==> config.mk <==
export PLATFORM = sky130hd
export DESIGN_NAME = anpr_regs
export DESIGN_NICKNAME = d
export VERILOG_FILES = /design/src/anpr_pkg.sv /design/src/anpr_np_if.sv /design/src/anpr_np_seq.sv /design/src/anpr_regs.sv
export SDC_FILE = /design/constraint.sdc
export NUM_CORES = 1
export LEC_CHECK = 0
export BUFFER_PORTS_ARGS = -buffer_cell sky130_fd_sc_hd__buf_2
export CAP_MARGIN = 20
export CORE_MARGIN = 5
export CORE_UTILIZATION = 50
export CTS_BUF_LIST = sky130_fd_sc_hd__clkbuf_2 sky130_fd_sc_hd__clkbuf_4 sky130_fd_sc_hd__clkbuf_8
export DETAILED_ROUTE_END_ITERATION = 10
export PLACE_DENSITY = 0.83
export RECOVER_POWER = 50
export SYNTH_ARGS = -nofsm -noshare
export SYNTH_HDL_FRONTEND = slang
export SYNTH_SLANG_ARGS = --single-unit
==> constraint.sdc <==
create_clock -name clk -period 1.8 [get_ports clk]
set_clock_uncertainty 0.05 [all_clocks]
set_input_delay 0.09 -clock clk [delete_from_list [all_inputs] [get_ports clk]]
set_output_delay 0.09 -clock clk [all_outputs]
set_load 0.01 [all_outputs]
==> src/anpr_pkg.sv <==
// package of offsets, field positions and reset values for the negotiation register bank
package anpr_pkg;
	// register byte addresses, decoded per 16-bit halfword; data rides in the low lanes
	localparam logic [7:0] OFF_PARTNER = 8'h0a;
	localparam logic [7:0] OFF_EXPANSION = 8'h0c;
	localparam logic [7:0] OFF_NEXT_PAGE = 8'h0e;
	localparam logic [7:0] OFF_IRQ_STATUS = 8'h20;
	localparam logic [7:0] OFF_IRQ_MASK = 8'h24;
	// partner ability field positions
	localparam int PA_NEXT_PAGE = 15;
	localparam int PA_ACK = 14;
	localparam int PA_REMOTE_FAULT = 13;
	localparam int PA_ASYM_PAUSE = 11;
	localparam int PA_PAUSE = 10;
	localparam int PA_TECH_HI = 9;
	localparam int PA_TECH_LO = 5;
	localparam int PA_SEL_HI = 4;
	// expansion field positions
	localparam int EX_LOC_ABLE = 6;
	localparam int EX_LOC = 5;
	localparam int EX_PD_FAULT = 4;
	localparam int EX_LP_NP = 3;
	localparam int EX_NP_CAPABLE = 2;
	localparam int EX_PAGE_RX = 1;
	localparam int EX_LP_AN = 0;
	// outgoing next page field positions
	localparam int NP_MORE = 15;
	localparam int NP_RSVD = 14;
	localparam int NP_MSG_PAGE = 13;
	localparam int NP_COMPLY = 12;
	localparam int NP_TOGGLE = 11;
	localparam int NP_CODE_HI = 10;
	// reset values
	localparam logic [15:0] PARTNER_RESET = 16'h0000;
	localparam logic [1:0] EX_LOC_RESET = 2'h3;
	localparam logic [15:0] NP_RESET = 16'h2001;
	localparam logic [1:0] IRQ_MASK_RESET = 2'h0;
	// interrupt status bit positions
	localparam int IRQ_PAGE_RX = 0;
	localparam int IRQ_PD_FAULT = 1;
	localparam int IRQ_W = 2;
endpackage

==> src/anpr_np_if.sv <==
// interface between the register bank and its next-page transmit sequencer
`timescale 1ns/1ps
interface anpr_np_if;
	logic page_sent; // remote took the current outgoing page
	logic gig_mode; // pages are 1000BASE-T next pages
	logic [15:0] np_reg; // outgoing register contents
	logic toggle; // toggle value held by the sequencer
	logic [15:0] tx_word; // word handed to the engine
	modport bank (input toggle, input tx_word, output page_sent, output gig_mode, output np_reg);
	modport seq (output toggle, output tx_word, input page_sent, input gig_mode, input np_reg);
endinterface

==> src/anpr_np_seq.sv <==
// outgoing next-page word builder and toggle keeper
`timescale 1ns/1ps
module anpr_np_seq (
	input wire logic clk,
	input wire logic rst_n,
	anpr_np_if.seq np
);
	// toggle flips after each page the remote accepts
	always_ff @(posedge clk) begin
		if (!rst_n) begin
			np.toggle <= 1'b0;
		end else if (np.page_sent) begin
			np.toggle <= ~np.toggle;
		end
	end

	// compliance bit forced off on gigabit pages, toggle inserted
	always_ff @(posedge clk) begin
		if (!rst_n) begin
			np.tx_word <= anpr_pkg::NP_RESET;
		end else begin
			np.tx_word <= np.np_reg;
			np.tx_word[anpr_pkg::NP_TOGGLE] <= np.page_sent ? ~np.toggle : np.toggle;
			np.tx_word[anpr_pkg::NP_COMPLY] <= np.gig_mode ? 1'b0 :
				np.np_reg[anpr_pkg::NP_COMPLY];
		end
	end
endmodule // anpr_np_seq

==> src/anpr_regs.sv <==
// negotiation partner ability, expansion and next-page register bank with Avalon slave
//
// The Avalon-MM slave port was chosen for this implementation.
`timescale 1ns/1ps
module anpr_regs (
	input wire logic clk,
	input wire logic rst_n,
	input wire logic [7:0] avs_address, // byte address
	input wire logic avs_read,
	input wire logic avs_write,
	input wire logic [31:0] avs_writedata,
	input wire logic [3:0] avs_byteenable,
	output logic [31:0] avs_readdata,
	output logic avs_waitrequest,
	output logic avs_readdatavalid,
	input wire logic base_page_valid, // pulse: new base page from partner
	input wire logic [15:0] base_page, // received base page word
	input wire logic next_page_valid, // pulse: new next page from partner
	input wire logic partner_an_able, // partner negotiates at all
	input wire logic pd_fault, // pulse: parallel detection fault
	input wire logic page_sent, // pulse: remote accepted outgoing page
	input wire logic gig_mode, // pages are 1000BASE-T next pages
	output logic [15:0] np_tx_word, // next page handed to the engine
	output logic store_in_lp_np, // next pages go to received-next-page register
	output logic irq
);
	anpr_np_if np_bus ();
	logic [15:0] partner; // partner ability contents
	logic [1:0] loc; // location able, location
	logic pd_latch; // latched parallel fault
	logic rx_latch; // latched page received
	logic lp_an; // partner negotiation capability
	logic [15:0] np_reg; // writable outgoing fields
	logic [anpr_pkg::IRQ_W-1:0] irq_status;
	logic [anpr_pkg::IRQ_W-1:0] irq_mask;
	logic rd_pending; // one cycle wait before a read answers
	logic [15:0] expansion_view;
	logic [15:0] np_view;
	logic wr_lo;
	logic next_pd;
	logic next_rx;

	// decode helper: address hits the given 16-bit register
	// halfword decode keeps 0x0c and 0x0e apart; a word decode would alias them
	function automatic logic hit(input logic [7:0] a, input logic [7:0] off);
		hit = (a[7:1] == off[7:1]);
	endfunction

	anpr_np_seq u_seq (
		.clk(clk),
		.rst_n(rst_n),
		.np(np_bus)
	);
	assign np_bus.page_sent = page_sent;
	assign np_bus.gig_mode = gig_mode;
	assign np_bus.np_reg = np_reg;
	assign np_tx_word = np_bus.tx_word;

	// write commit: low byte lanes carry the 16-bit registers
	assign wr_lo = avs_write && !avs_waitrequest;

	// partner base page capture; read-only to software
	always_ff @(posedge clk) begin
		if (!rst_n) begin
			partner <= anpr_pkg::PARTNER_RESET;
			lp_an <= 1'b0;
		end else begin
			lp_an <= partner_an_able;
			if (base_page_valid) begin
				// whole word kept, the reserved bit masked
				partner <= base_page & 16'hefff;
			end
		end
	end

	// expansion view: reserved upper bits read zero
	always_comb begin
		expansion_view = 16'h0000;
		expansion_view[anpr_pkg::EX_LOC_ABLE] = loc[1];
		expansion_view[anpr_pkg::EX_LOC] = loc[0];
		expansion_view[anpr_pkg::EX_PD_FAULT] = pd_latch;
		expansion_view[anpr_pkg::EX_LP_NP] = partner[anpr_pkg::PA_NEXT_PAGE];
		expansion_view[anpr_pkg::EX_NP_CAPABLE] = 1'b1;
		expansion_view[anpr_pkg::EX_PAGE_RX] = rx_latch;
		expansion_view[anpr_pkg::EX_LP_AN] = lp_an;
	end

	// next page store location steering: bit 5 counts only when bit 6 is set
	assign store_in_lp_np = loc[1] ? loc[0] : 1'b1;

	// location bits, writable
	always_ff @(posedge clk) begin
		if (!rst_n) begin
			loc <= anpr_pkg::EX_LOC_RESET;
		end else if (wr_lo && hit(avs_address, anpr_pkg::OFF_EXPANSION) && avs_byteenable[0]) begin
			loc <= avs_writedata[anpr_pkg::EX_LOC_ABLE:anpr_pkg::EX_LOC];
		end
	end

	// latched-high flags clear at the edge that captures the read data
	// clearing there, not a cycle later, means an event in that cycle is never lost
	always_comb begin
		next_pd = pd_latch;
		next_rx = rx_latch;
		if (avs_read && !rd_pending && hit(avs_address, anpr_pkg::OFF_EXPANSION)) begin
			next_pd = 1'b0;
			next_rx = 1'b0;
		end
		if (pd_fault) begin
			next_pd = 1'b1;
		end
		if (base_page_valid || next_page_valid) begin
			next_rx = 1'b1;
		end
	end

	always_ff @(posedge clk) begin
		if (!rst_n) begin
			pd_latch <= 1'b0;
			rx_latch <= 1'b0;
		end else begin
			pd_latch <= next_pd;
			rx_latch <= next_rx;
		end
	end

	// outgoing next page fields; bits 14 and 11 are not stored here
	always_ff @(posedge clk) begin
		if (!rst_n) begin
			np_reg <= anpr_pkg::NP_RESET;
		end else if (wr_lo && hit(avs_address, anpr_pkg::OFF_NEXT_PAGE)) begin
			if (avs_byteenable[0]) begin
				np_reg[7:0] <= avs_writedata[7:0];
			end
			if (avs_byteenable[1]) begin
				np_reg[anpr_pkg::NP_MORE] <= avs_writedata[anpr_pkg::NP_MORE];
				np_reg[anpr_pkg::NP_MSG_PAGE] <= avs_writedata[anpr_pkg::NP_MSG_PAGE];
				np_reg[anpr_pkg::NP_COMPLY] <= avs_writedata[anpr_pkg::NP_COMPLY];
				np_reg[anpr_pkg::NP_CODE_HI:8] <= avs_writedata[anpr_pkg::NP_CODE_HI:8];
			end
		end
	end

	// read view of outgoing page: reserved bit zero, toggle from sequencer
	always_comb begin
		np_view = np_reg;
		np_view[anpr_pkg::NP_RSVD] = 1'b0;
		np_view[anpr_pkg::NP_TOGGLE] = np_bus.toggle;
	end

	// interrupt status: write one to clear, the event wins over the clear
	always_ff @(posedge clk) begin
		if (!rst_n) begin
			irq_status <= '0;
		end else begin
			for (int i = 0; i < anpr_pkg::IRQ_W; i++) begin
				if (wr_lo && hit(avs_address, anpr_pkg::OFF_IRQ_STATUS) && avs_writedata[i]) begin
					irq_status[i] <= 1'b0;
				end
			end
			if (base_page_valid || next_page_valid) begin
				irq_status[anpr_pkg::IRQ_PAGE_RX] <= 1'b1;
			end
			if (pd_fault) begin
				irq_status[anpr_pkg::IRQ_PD_FAULT] <= 1'b1;
			end
		end
	end

	// interrupt mask
	always_ff @(posedge clk) begin
		if (!rst_n) begin
			irq_mask <= anpr_pkg::IRQ_MASK_RESET;
		end else if (wr_lo && hit(avs_address, anpr_pkg::OFF_IRQ_MASK)) begin
			irq_mask <= avs_writedata[anpr_pkg::IRQ_W-1:0];
		end
	end

	assign irq = |(irq_status & irq_mask);

	// waitrequest: writes take one cycle, reads wait one cycle for data
	assign avs_waitrequest = avs_read && !rd_pending;

	always_ff @(posedge clk) begin
		if (!rst_n) begin
			rd_pending <= 1'b0;
		end else begin
			rd_pending <= avs_read && !rd_pending;
		end
	end

	// read mux; unmapped addresses read zero
	always_ff @(posedge clk) begin
		if (!rst_n) begin
			avs_readdata <= 32'h0000_0000;
			avs_readdatavalid <= 1'b0;
		end else begin
			avs_readdatavalid <= avs_read && !rd_pending;
			if (avs_read && !rd_pending) begin
				if (hit(avs_address, anpr_pkg::OFF_PARTNER)) begin
					avs_readdata <= {16'h0000, partner};
				end else if (hit(avs_address, anpr_pkg::OFF_EXPANSION)) begin
					avs_readdata <= {16'h0000, expansion_view};
				end else if (hit(avs_address, anpr_pkg::OFF_NEXT_PAGE)) begin
					avs_readdata <= {16'h0000, np_view};
				end else if (hit(avs_address, anpr_pkg::OFF_IRQ_STATUS)) begin
					avs_readdata <= {30'h0000_0000, irq_status};
				end else if (hit(avs_address, anpr_pkg::OFF_IRQ_MASK)) begin
					avs_readdata <= {30'h0000_0000, irq_mask};
				end else begin
					avs_readdata <= 32'h0000_0000;
				end
			end
		end
	end
endmodule // anpr_regs

# After elaboration in Yosys (flattened, before gate mapping)
# Index checks and enable logic that the tools add are counted.
dict set report classes {
  muxes 14
  n_reduce_logical 21
  n_eq_ne 5
  n_bitwise 3
}
# op count
set op_table {}
lappend op_table {{16-bit 2-to-1 mux} 3}
lappend op_table {{7-bit by 3-bit == test with 1-bit output (second input constant)} 3}
lappend op_table {{7-bit by 5-bit == test with 1-bit output (second input constant)} 2}
lappend op_table {{1-bit logical AND} 10}
lappend op_table {{1-bit 2-to-1 mux} 9}
lappend op_table {{2-bit nonzero test} 4}
lappend op_table {{2-bit 2-to-1 mux} 2}
lappend op_table {{2-bit AND reduction} 2}
lappend op_table {{2-bit OR reduction} 2}
lappend op_table {{2-bit bitwise AND} 1}
lappend op_table {{1-bit zero test} 2}
lappend op_table {{1-bit inverter} 2}
lappend op_table {{1-bit logical OR} 1}
dict set report word_totals {
  regBits 87
  out_inout_bits 52
  word_cells 58
  in_bits 70
}

# Longest topological paths before layout
# Gate-level depths: netlist (run 1).
dict set report depth {
  depth_word 8
  mapped_depth 6
  depth_no_buf 5
}

# Modules after synthesis
# A second synthesis (run 1) with hierarchy kept.
dict set report hier_totals {
  cells_unflattened 321
  area_unflattened_um2 3045.4
}
# module cells_each instances area_each_um2 seq_area_each_um2
set by_module_without_submodules {}
lappend by_module_without_submodules {anpr_regs 285 1 2578.7 1101.1}
lappend by_module_without_submodules {anpr_np_seq 36 1 466.7 320.3}

# Worst setup path after synthesis (run 1)
# OpenSTA, ideal clock, no wires.
dict set report synth_timing {
  kind {reg-to-reg}
  from {register avs_readdatavalid (netlist name)}
  to {register pd_latch}
  period_less_slack_ns 1.475
  path_stages_with_launch 7
  setup_ns 0.115
  path_buffers 1
  t_arrival_ns 1.310
  t_required_ns 1.635
  setup_slack_ns 0.325
  path_cell_list {dfxtp_1 > nand2b_1 > buf_2 > inv_1 > nand3_1 > o21a_1 > o21a_1}
}
# item line
set synth_rtl {}
lappend synth_rtl {{end signal: assignment} anpr_regs.sv:122} ;# pd_latch <= next_pd;
lappend synth_rtl {{end: declaration} anpr_regs.sv:30} ;# logic pd_latch;

==> results.py, run 1 <==
metrics = {
    "yosys": {
        "synth.cell_area_um2": 3065,
        "syn_avg_cell_area_um2": 9.580,
        "synth_top_cells_by_count": "dfxtp_1 (70), nor2b_1 (26), nand3_1 (21)",
        "ys.flop_type": "dfxtp_1",
        "synthTopCellsByArea": "dfxtp_1 (46%), mux2i_1 (5.9%), nor2b_1 (5.3%)",
        "ys_seq_area_share_pct": 45.71,
        "synthDistinctLibCells": 42,
        "synth_top_area_cell": "dfxtp_1",
        "synth-async-reset-ratio_pct": 0,
        "yosys_warnings": 0,
        "synth_seq_cells": 70,
        "yosysMostFrequentCell": "dfxtp_1",
        "synth_top_area_share_pct": 45.71,
        "postSynthCellCount": 320,
        "synth-edff-count": 0,
    },
    "layout": {
        "ff_latch_area_um2": 1401,
        "diodes": 0,
        "drive_gt1_share_pct": 24.14,
        "largest_reg_flops": 16,
        "multiInputGateArea_um2": 1474,
        "area_delta_synth_final_pct": 30.12,
        "n_fill_cell": 512,
        "fin_util_pct": 66.97,
        "top_register": "avs_readdata",
        "postLayoutCellArea_um2": 3989,
        "final_nets": 500,
        "final_cells": 510,
        "reg_top3": "avs_readdata (16), partner (15), u_seq.np.tx_word (15)",
    },
    "critical_path": {
        "worst-path-max-fanout": 9,
        "r2r_end": "pd_latch$_SDFFE_PN0P_",
        "critPathKind": "reg -> reg",
        "worst_setup_path_start_kind": "flip-flop",
        "critical_path.cell_chain": "nand2b_1, inv_1, nand3_1, o21a_1, o21a_1",
        "r2r-start": "avs_readdatavalid$_SDFF_PN0_",
        "worstSetupEndpointType": "flip-flop",
        "max_stage_delay_ns": 0.32,
        "required_ns": 1.99,
        "crit_buf_inv": 1,
        "cp_data_arrival_time_ns": 1.90,
        "slowest_stage": "nand2b_1",
        "regToRegSetupSlack_ns": 0.09,
        "crit_top_cell": "o21a_1",
        "r2r_cells": 5,
        "cpLargestDelayFamily": "simple AND/OR/NAND/NOR gates",
    },
    "power": {
        "peakVddDrop_mv": 0.5303,
        "leakagePower_nw": 1.681,
        "power-per-cell-area_nw_per_um2": 867.2,
        "finalPower_mw": 3.459,
    },
    "worst_hold_path": {
        "hold_path_startpoint": "avs_writedata[6]",
        "min_path_cells": 3,
        "hold_end": "np_bus.np_reg[6]$_SDFFE_PN0P_",
        "hp-class": "in -> reg",
    },
    "sta": {
        "hold_ws_ns": 0.01333,
        "setup-violations-final": 0,
        "layout_min_cycle_time_ns": 1.712,
        "finalHoldViolCount": 0,
        "fmax_mhz": 584.0,
        "tightestPinTransition_ns": 0.7743,
        "setup_ws_ns": 0.08763,
        "timing.slew.headroom_pct": 48.38,
        "fin_crit_sh_pct": 95.13,
        "setup_tns_ns": 0,
        "slew_violations": 0,
    },
    "clocking": {
        "cts.path.max_buffers": 2,
        "cts_tree": "yes",
        "h-tree-depth": 3,
        "cts_made_buffers": 9,
        "clock_latency_ns": 0.34,
        "clock-sinks": 70,
        "postCtsSetupRepairBufs": 0,
        "clkTransAtPathRegs_ns": 0.07,
        "root_buffer": "clkbuf_8",
    },
    "global_route": {
        "antenna_found_initial": 0,
        "grt_pass1_wl_mm": 12.23,
        "grt_max_degree": 50,
        "gr-total-overflow": 0,
        "grt_pass1_vias": 2503,
        "grt_usage_pct": 20.29,
    },
    "die": {
        "die_y_um": 88.30,
        "io_pins": 122,
        "die_area_um2": 7797,
        "coreArea_um2": 5956,
        "rows": 28,
        "start_util_pct": 51.47,
        "die_w_um": 88.30,
    },
    "detailed_routing": {
        "dr.first_iter.drc_count": 243,
        "vias_per_cell": 5.231,
        "wl_per_cell_um": 15.32,
        "drtAntennaViolNets": 0,
        "dr.pass1.iters": 4,
        "routed_wl_mm": 7.814,
        "vias": 2668,
        "drc": 0,
    },
    "placed_design": {
        "placedCellCount": 463,
        "place_ws_ns": 0.1528,
        "place_area_um2": 3478,
        "numPortBuffers": 82,
        "gp_congestion": 0.8155,
        "dpl.hpwl_mm": 5.420,
    },
    "job": {
        "drv_cap": 0,
    },
    "status": {
        "status": "completed",
    },
}
## cell type report
class | instances | area share (%)
tap | 75 | 2.353
sequential | 70 | 35.13
timing repair buffer | 122 | 19.35
inverter | 3 | 0.2823
clock buffer | 9 | 3.105
multi-input combinational | 224 | 36.95
clock inverter | 7 | 2.823
## layout by cell type, fill, tap and decap left out, types with 6 or more instances in the layout
master,synthesis,routed
dfxtp_1,70,70
buf_2,6,61
dlygate4sd3_1,0,31
nor2b_1,26,26
clkbuf_1,11,21
nand3_1,21,20
and2_1,19,19
mux2i_1,18,18
conb_1,1,17
nand2_1,15,15
o21ai_0,13,13
mux2_2,12,12
a22oi_1,11,11
a21boi_1,10,10
nor2_1,9,9
o21ai_1,9,9
clkbuf_8,0,9
buf_4,20,7
a31oi_1,6,6
## logic make-up after synthesis
logic type | count (synthesis) | share of synthesized area (%)
AO/OA/AOI/OAI | 67 | 14.45
flip-flops | 70 | 45.71
AND/OR/NAND/NOR | 109 | 20.82
multiplexers | 30 | 10.29
buffers and inverters | 42 | 8.326
XOR/XNOR | 1 | 0.2858
other | 1 | 0.1223
## worst min-delay path, delay by kind of cell
family          cells  cell delay, ns
compound gates      1            0.06
simple gates        1            0.09
buf+inv             1            0.12
## power breakdown
| group | internal [mW] | switching [mW] |
|---|---|---|
| Sequential | 1.58 | 0.0239 |
| Combinational | 0.173 | 0.179 |
| Clock | 0.912 | 0.588 |
| Total | 2.67 | 0.791 |
## what timing repair did
| item | CTS | global route |
|---|---|---|
| endpoints found under the hold margin | 34 | 0 |
| hold buffers | 31 | 0 |
| setup endpoints to repair | 0 | 1 |
| resized for setup | 0 | 1 |
## worst max path at each step
stage,start,endpoint,slack [ns],depth (start not counted)
6_report,avs_readdatavalid$_SDFF_PN0_,pd_latch$_SDFFE_PN0P_,0.09,5
5_1_grt,avs_readdatavalid$_SDFF_PN0_,pd_latch$_SDFFE_PN0P_,-0.004,5
4_1_cts,avs_readdatavalid$_SDFF_PN0_,pd_latch$_SDFFE_PN0P_,0.13,5
3_5_place_dp,avs_readdatavalid$_SDFF_PN0_,loc[1]$_SDFFE_PN1P_,0.15,4
3_3_place_gp,avs_readdatavalid$_SDFF_PN0_,pd_latch$_SDFFE_PN0P_,0.21,5
2_1_floorplan,avs_readdatavalid$_SDFF_PN0_,pd_latch$_SDFFE_PN0P_,0.33,6
## metal layers
metal / vias to the layer above / global-route usage, % / routed length [um]
met3: 12 / 3.073 / 687
met1: 1230 / 27.70 / 3338
met5: - / 0 / 0
li1: 1307 / - / -
met4: 0 / 9.478 / 106
met2: 119 / 31.61 / 3682
No activity file was read; power rests on OpenSTA's default activity.
==> run 2: changes to the inputs <==
==> constraint.sdc (replaced) <==
create_clock -name clk -period 1.8 [get_ports clk]
set_clock_uncertainty 0.05 [all_clocks]
set_input_delay 0.27 -clock clk [delete_from_list [all_inputs] [get_ports clk]]
set_output_delay 0.27 -clock clk [all_outputs]
set_load 0.01 [all_outputs]
==> run 2 against run 1 <==
Wire length down 7.7%. Worst setup slack improved by 0.012 ns. Count of clock-buffer cells in the layout up 3. Core utilization is 6.2 points lower. First-iteration DRC count is 34% lower. Critical path type is now reg -> out. Power down 14%. Worst hold slack improved by 0.10 ns. Via count decreased by 5.5%. Final cell count is 6.1% lower. Highest routed layer unchanged.
==> results.py, run 2 (synthesis gave the netlist of run 1 again) <==
metrics = {
    "critical_path": {
        "cpLargestDelayFamily": "buffers and inverters",
        "critPathKind": "reg -> out",
        "worst_setup_path_start_kind": "flip-flop",
        "cp_data_arrival_time_ns": 1.38,
        "required_ns": 1.48,
        "crit_buf_inv": 2,
        "critical_path.cell_chain": "nand2b_1, inv_1, buf_2",
        "worst-path-max-fanout": 8,
        "worstSetupEndpointType": "output pin",
        "slowest_stage": "dfxtp_1",
        "max_stage_delay_ns": 0.34,
    },
    "global_route": {
        "grt_pass1_vias": 2329,
        "grt_pass1_wl_mm": 11.03,
        "antenna_found_initial": 0,
        "gr-total-overflow": 0,
        "grt_max_degree": 39,
        "grt_usage_pct": 18.50,
    },
    "die": {
        "start_util_pct": 51.47,
        "die_w_um": 88.30,
        "die_y_um": 88.30,
        "rows": 28,
        "die_area_um2": 7797,
        "coreArea_um2": 5956,
        "io_pins": 122,
    },
    "detailed_routing": {
        "dr.first_iter.drc_count": 161,
        "drc": 0,
        "drtAntennaViolNets": 0,
        "routed_wl_mm": 7.212,
        "vias_per_cell": 5.261,
        "wl_per_cell_um": 15.06,
        "dr.pass1.iters": 4,
        "vias": 2520,
    },
    "layout": {
        "diodes": 0,
        "area_delta_synth_final_pct": 18.08,
        "final_nets": 471,
        "reg_top3": "avs_readdata (16), partner (15), u_seq.np.tx_word (15)",
        "top_register": "avs_readdata",
        "final_cell_mix": "dfxtp_1 (70), buf_2 (60), nor2b_1 (26), clkbuf_1 (22), nand3_1 (20)",
        "largest_reg_flops": 16,
        "n_fill_cell": 558,
        "drive_gt1_share_pct": 25.99,
        "final_common_cell": "dfxtp_1",
        "final_cells": 479,
        "postLayoutCellArea_um2": 3620,
    },
    "sta": {
        "finalHoldViolCount": 0,
        "rsz0062_at_grt": "false",
        "timing.slew.headroom_pct": 22.59,
        "setup-violations-final": 0,
        "layout_min_cycle_time_ns": 1.700,
        "hold_ws_ns": 0.1158,
        "fmax_mhz": 588.2,
        "slew_violations": 0,
        "tightestPinTransition_ns": 1.161,
        "fin_crit_sh_pct": 94.45,
    },
    "placed_design": {
        "dpl.hpwl_mm": 5.361,
        "placedCellCount": 465,
        "gp_congestion": 0.8460,
        "place_area_um2": 3493,
        "numPortBuffers": 82,
    },
    "clocking": {
        "cts_made_buffers": 9,
        "clock-sinks": 70,
        "clkTransAtPathRegs_ns": 0.07,
        "h-tree-depth": 3,
        "root_buffer": "clkbuf_8",
        "cts_tree": "yes",
        "postCtsSetupRepairBufs": 0,
        "clock_latency_ns": 0.34,
        "cts.path.max_buffers": 2,
    },
    "power": {
        "finalPower_mw": 2.975,
        "leakagePower_nw": 1.526,
        "power-per-cell-area_nw_per_um2": 822.0,
        "peakVddDrop_mv": 0.4878,
    },
    "worst_hold_path": {
        "hp-class": "in -> reg",
    },
    "job": {
        "drv_cap": 0,
    },
    "status": {
        "status": "completed",
    },
}
run 2: changes by cell type in the layout (fill, tap and decap cells not counted):
cell / delta
clkbuf_4: +2
and2_1: -3
and3_2: +1
clkinvlp_4: -1
and2_0: +3
clkbuf_8: +1
dlygate4sd3_1: -31
clkinv_2: -1
buf_2: -1
clkbuf_1: +1
and3_1: -1
buf_4: +2
bufinv_16: -3
run 2: stage by stage:
stage / setup TNS (ns) / util [%] / worst slack, ns
2_1_floorplan: 0 / - / 0.2064
3_3_place_gp: 0 / 58.66 / 0.07694
3_5_place_dp: -0.009505 / 58.66 / -0.009505
4_1_cts: 0 / 61.39 / 0.02640
5_1_grt: 0 / 60.78 / 0.009001
6_report: 0 / 60.78 / 0.09984
run 2: repair_timing:
action	in CTS	in global routing
hold buffers	0	0
endpoints found under the hold margin	0	0
endpoints found under the setup margin	0	9
resized for setup	0	2
run 2: layout make-up:
cell class | instances | area [um2] | area share, %
clock inverters | 2 | 10.01 | 0.2765
multi-input cells | 224 | 1475 | 40.75
inverters | 3 | 11.26 | 0.3111
clock buffers | 12 | 152.6 | 4.217
repair buffers | 93 | 475.5 | 13.14
well taps | 75 | 93.84 | 2.592
flip-flops and latches | 70 | 1401 | 38.71
run 2: metal layers:
metal	global-route usage, %	vias to the layer above	wire length [um]
met4	10.44	0	213
met1	24.37	1160	3121
met2	28.96	102	3303
li1	-	1240	-
met3	2.793	18	574
met5	0	-	0
run 2: power by group:
part,switching (mW),internal [mW],total (mW),leakage [nW]
Combinational,0.166,0.131,0.298,0.868
Sequential,0.0229,1.58,1.61,0.570
Clock,0.522,0.549,1.07,0.0889
Total,0.711,2.26,2.98,1.53
run 2: worst register-to-register path: stages, from the launching register on:
cell	delay [ns]
dfxtp_1	0.34
nand2b_1	0.32
buf_4	0.27
nand3_1	0.22
o21ai_0	0.24
a21boi_0	0.12
run 2: final timing paths:
| kind | startpoint | cells past startpoint | slack (ns) | to |
|---|---|---|---|---|
| worst min register to register | avs_readdata[14]$_SDFFE_PN0P_ | 2 | 0.43 | avs_readdata[14]$_SDFFE_PN0P_ |
| worst max-delay path | avs_readdatavalid$_SDFF_PN0_ | 3 | 0.1 | avs_waitrequest |
| worst min-delay path | partner_an_able | 2 | 0.12 | lp_an$_SDFF_PN0_ |
| worst max register to register | avs_readdatavalid$_SDFF_PN0_ | 5 | 0.11 | np_bus.np_reg[10]$_SDFFE_PN0P_ |
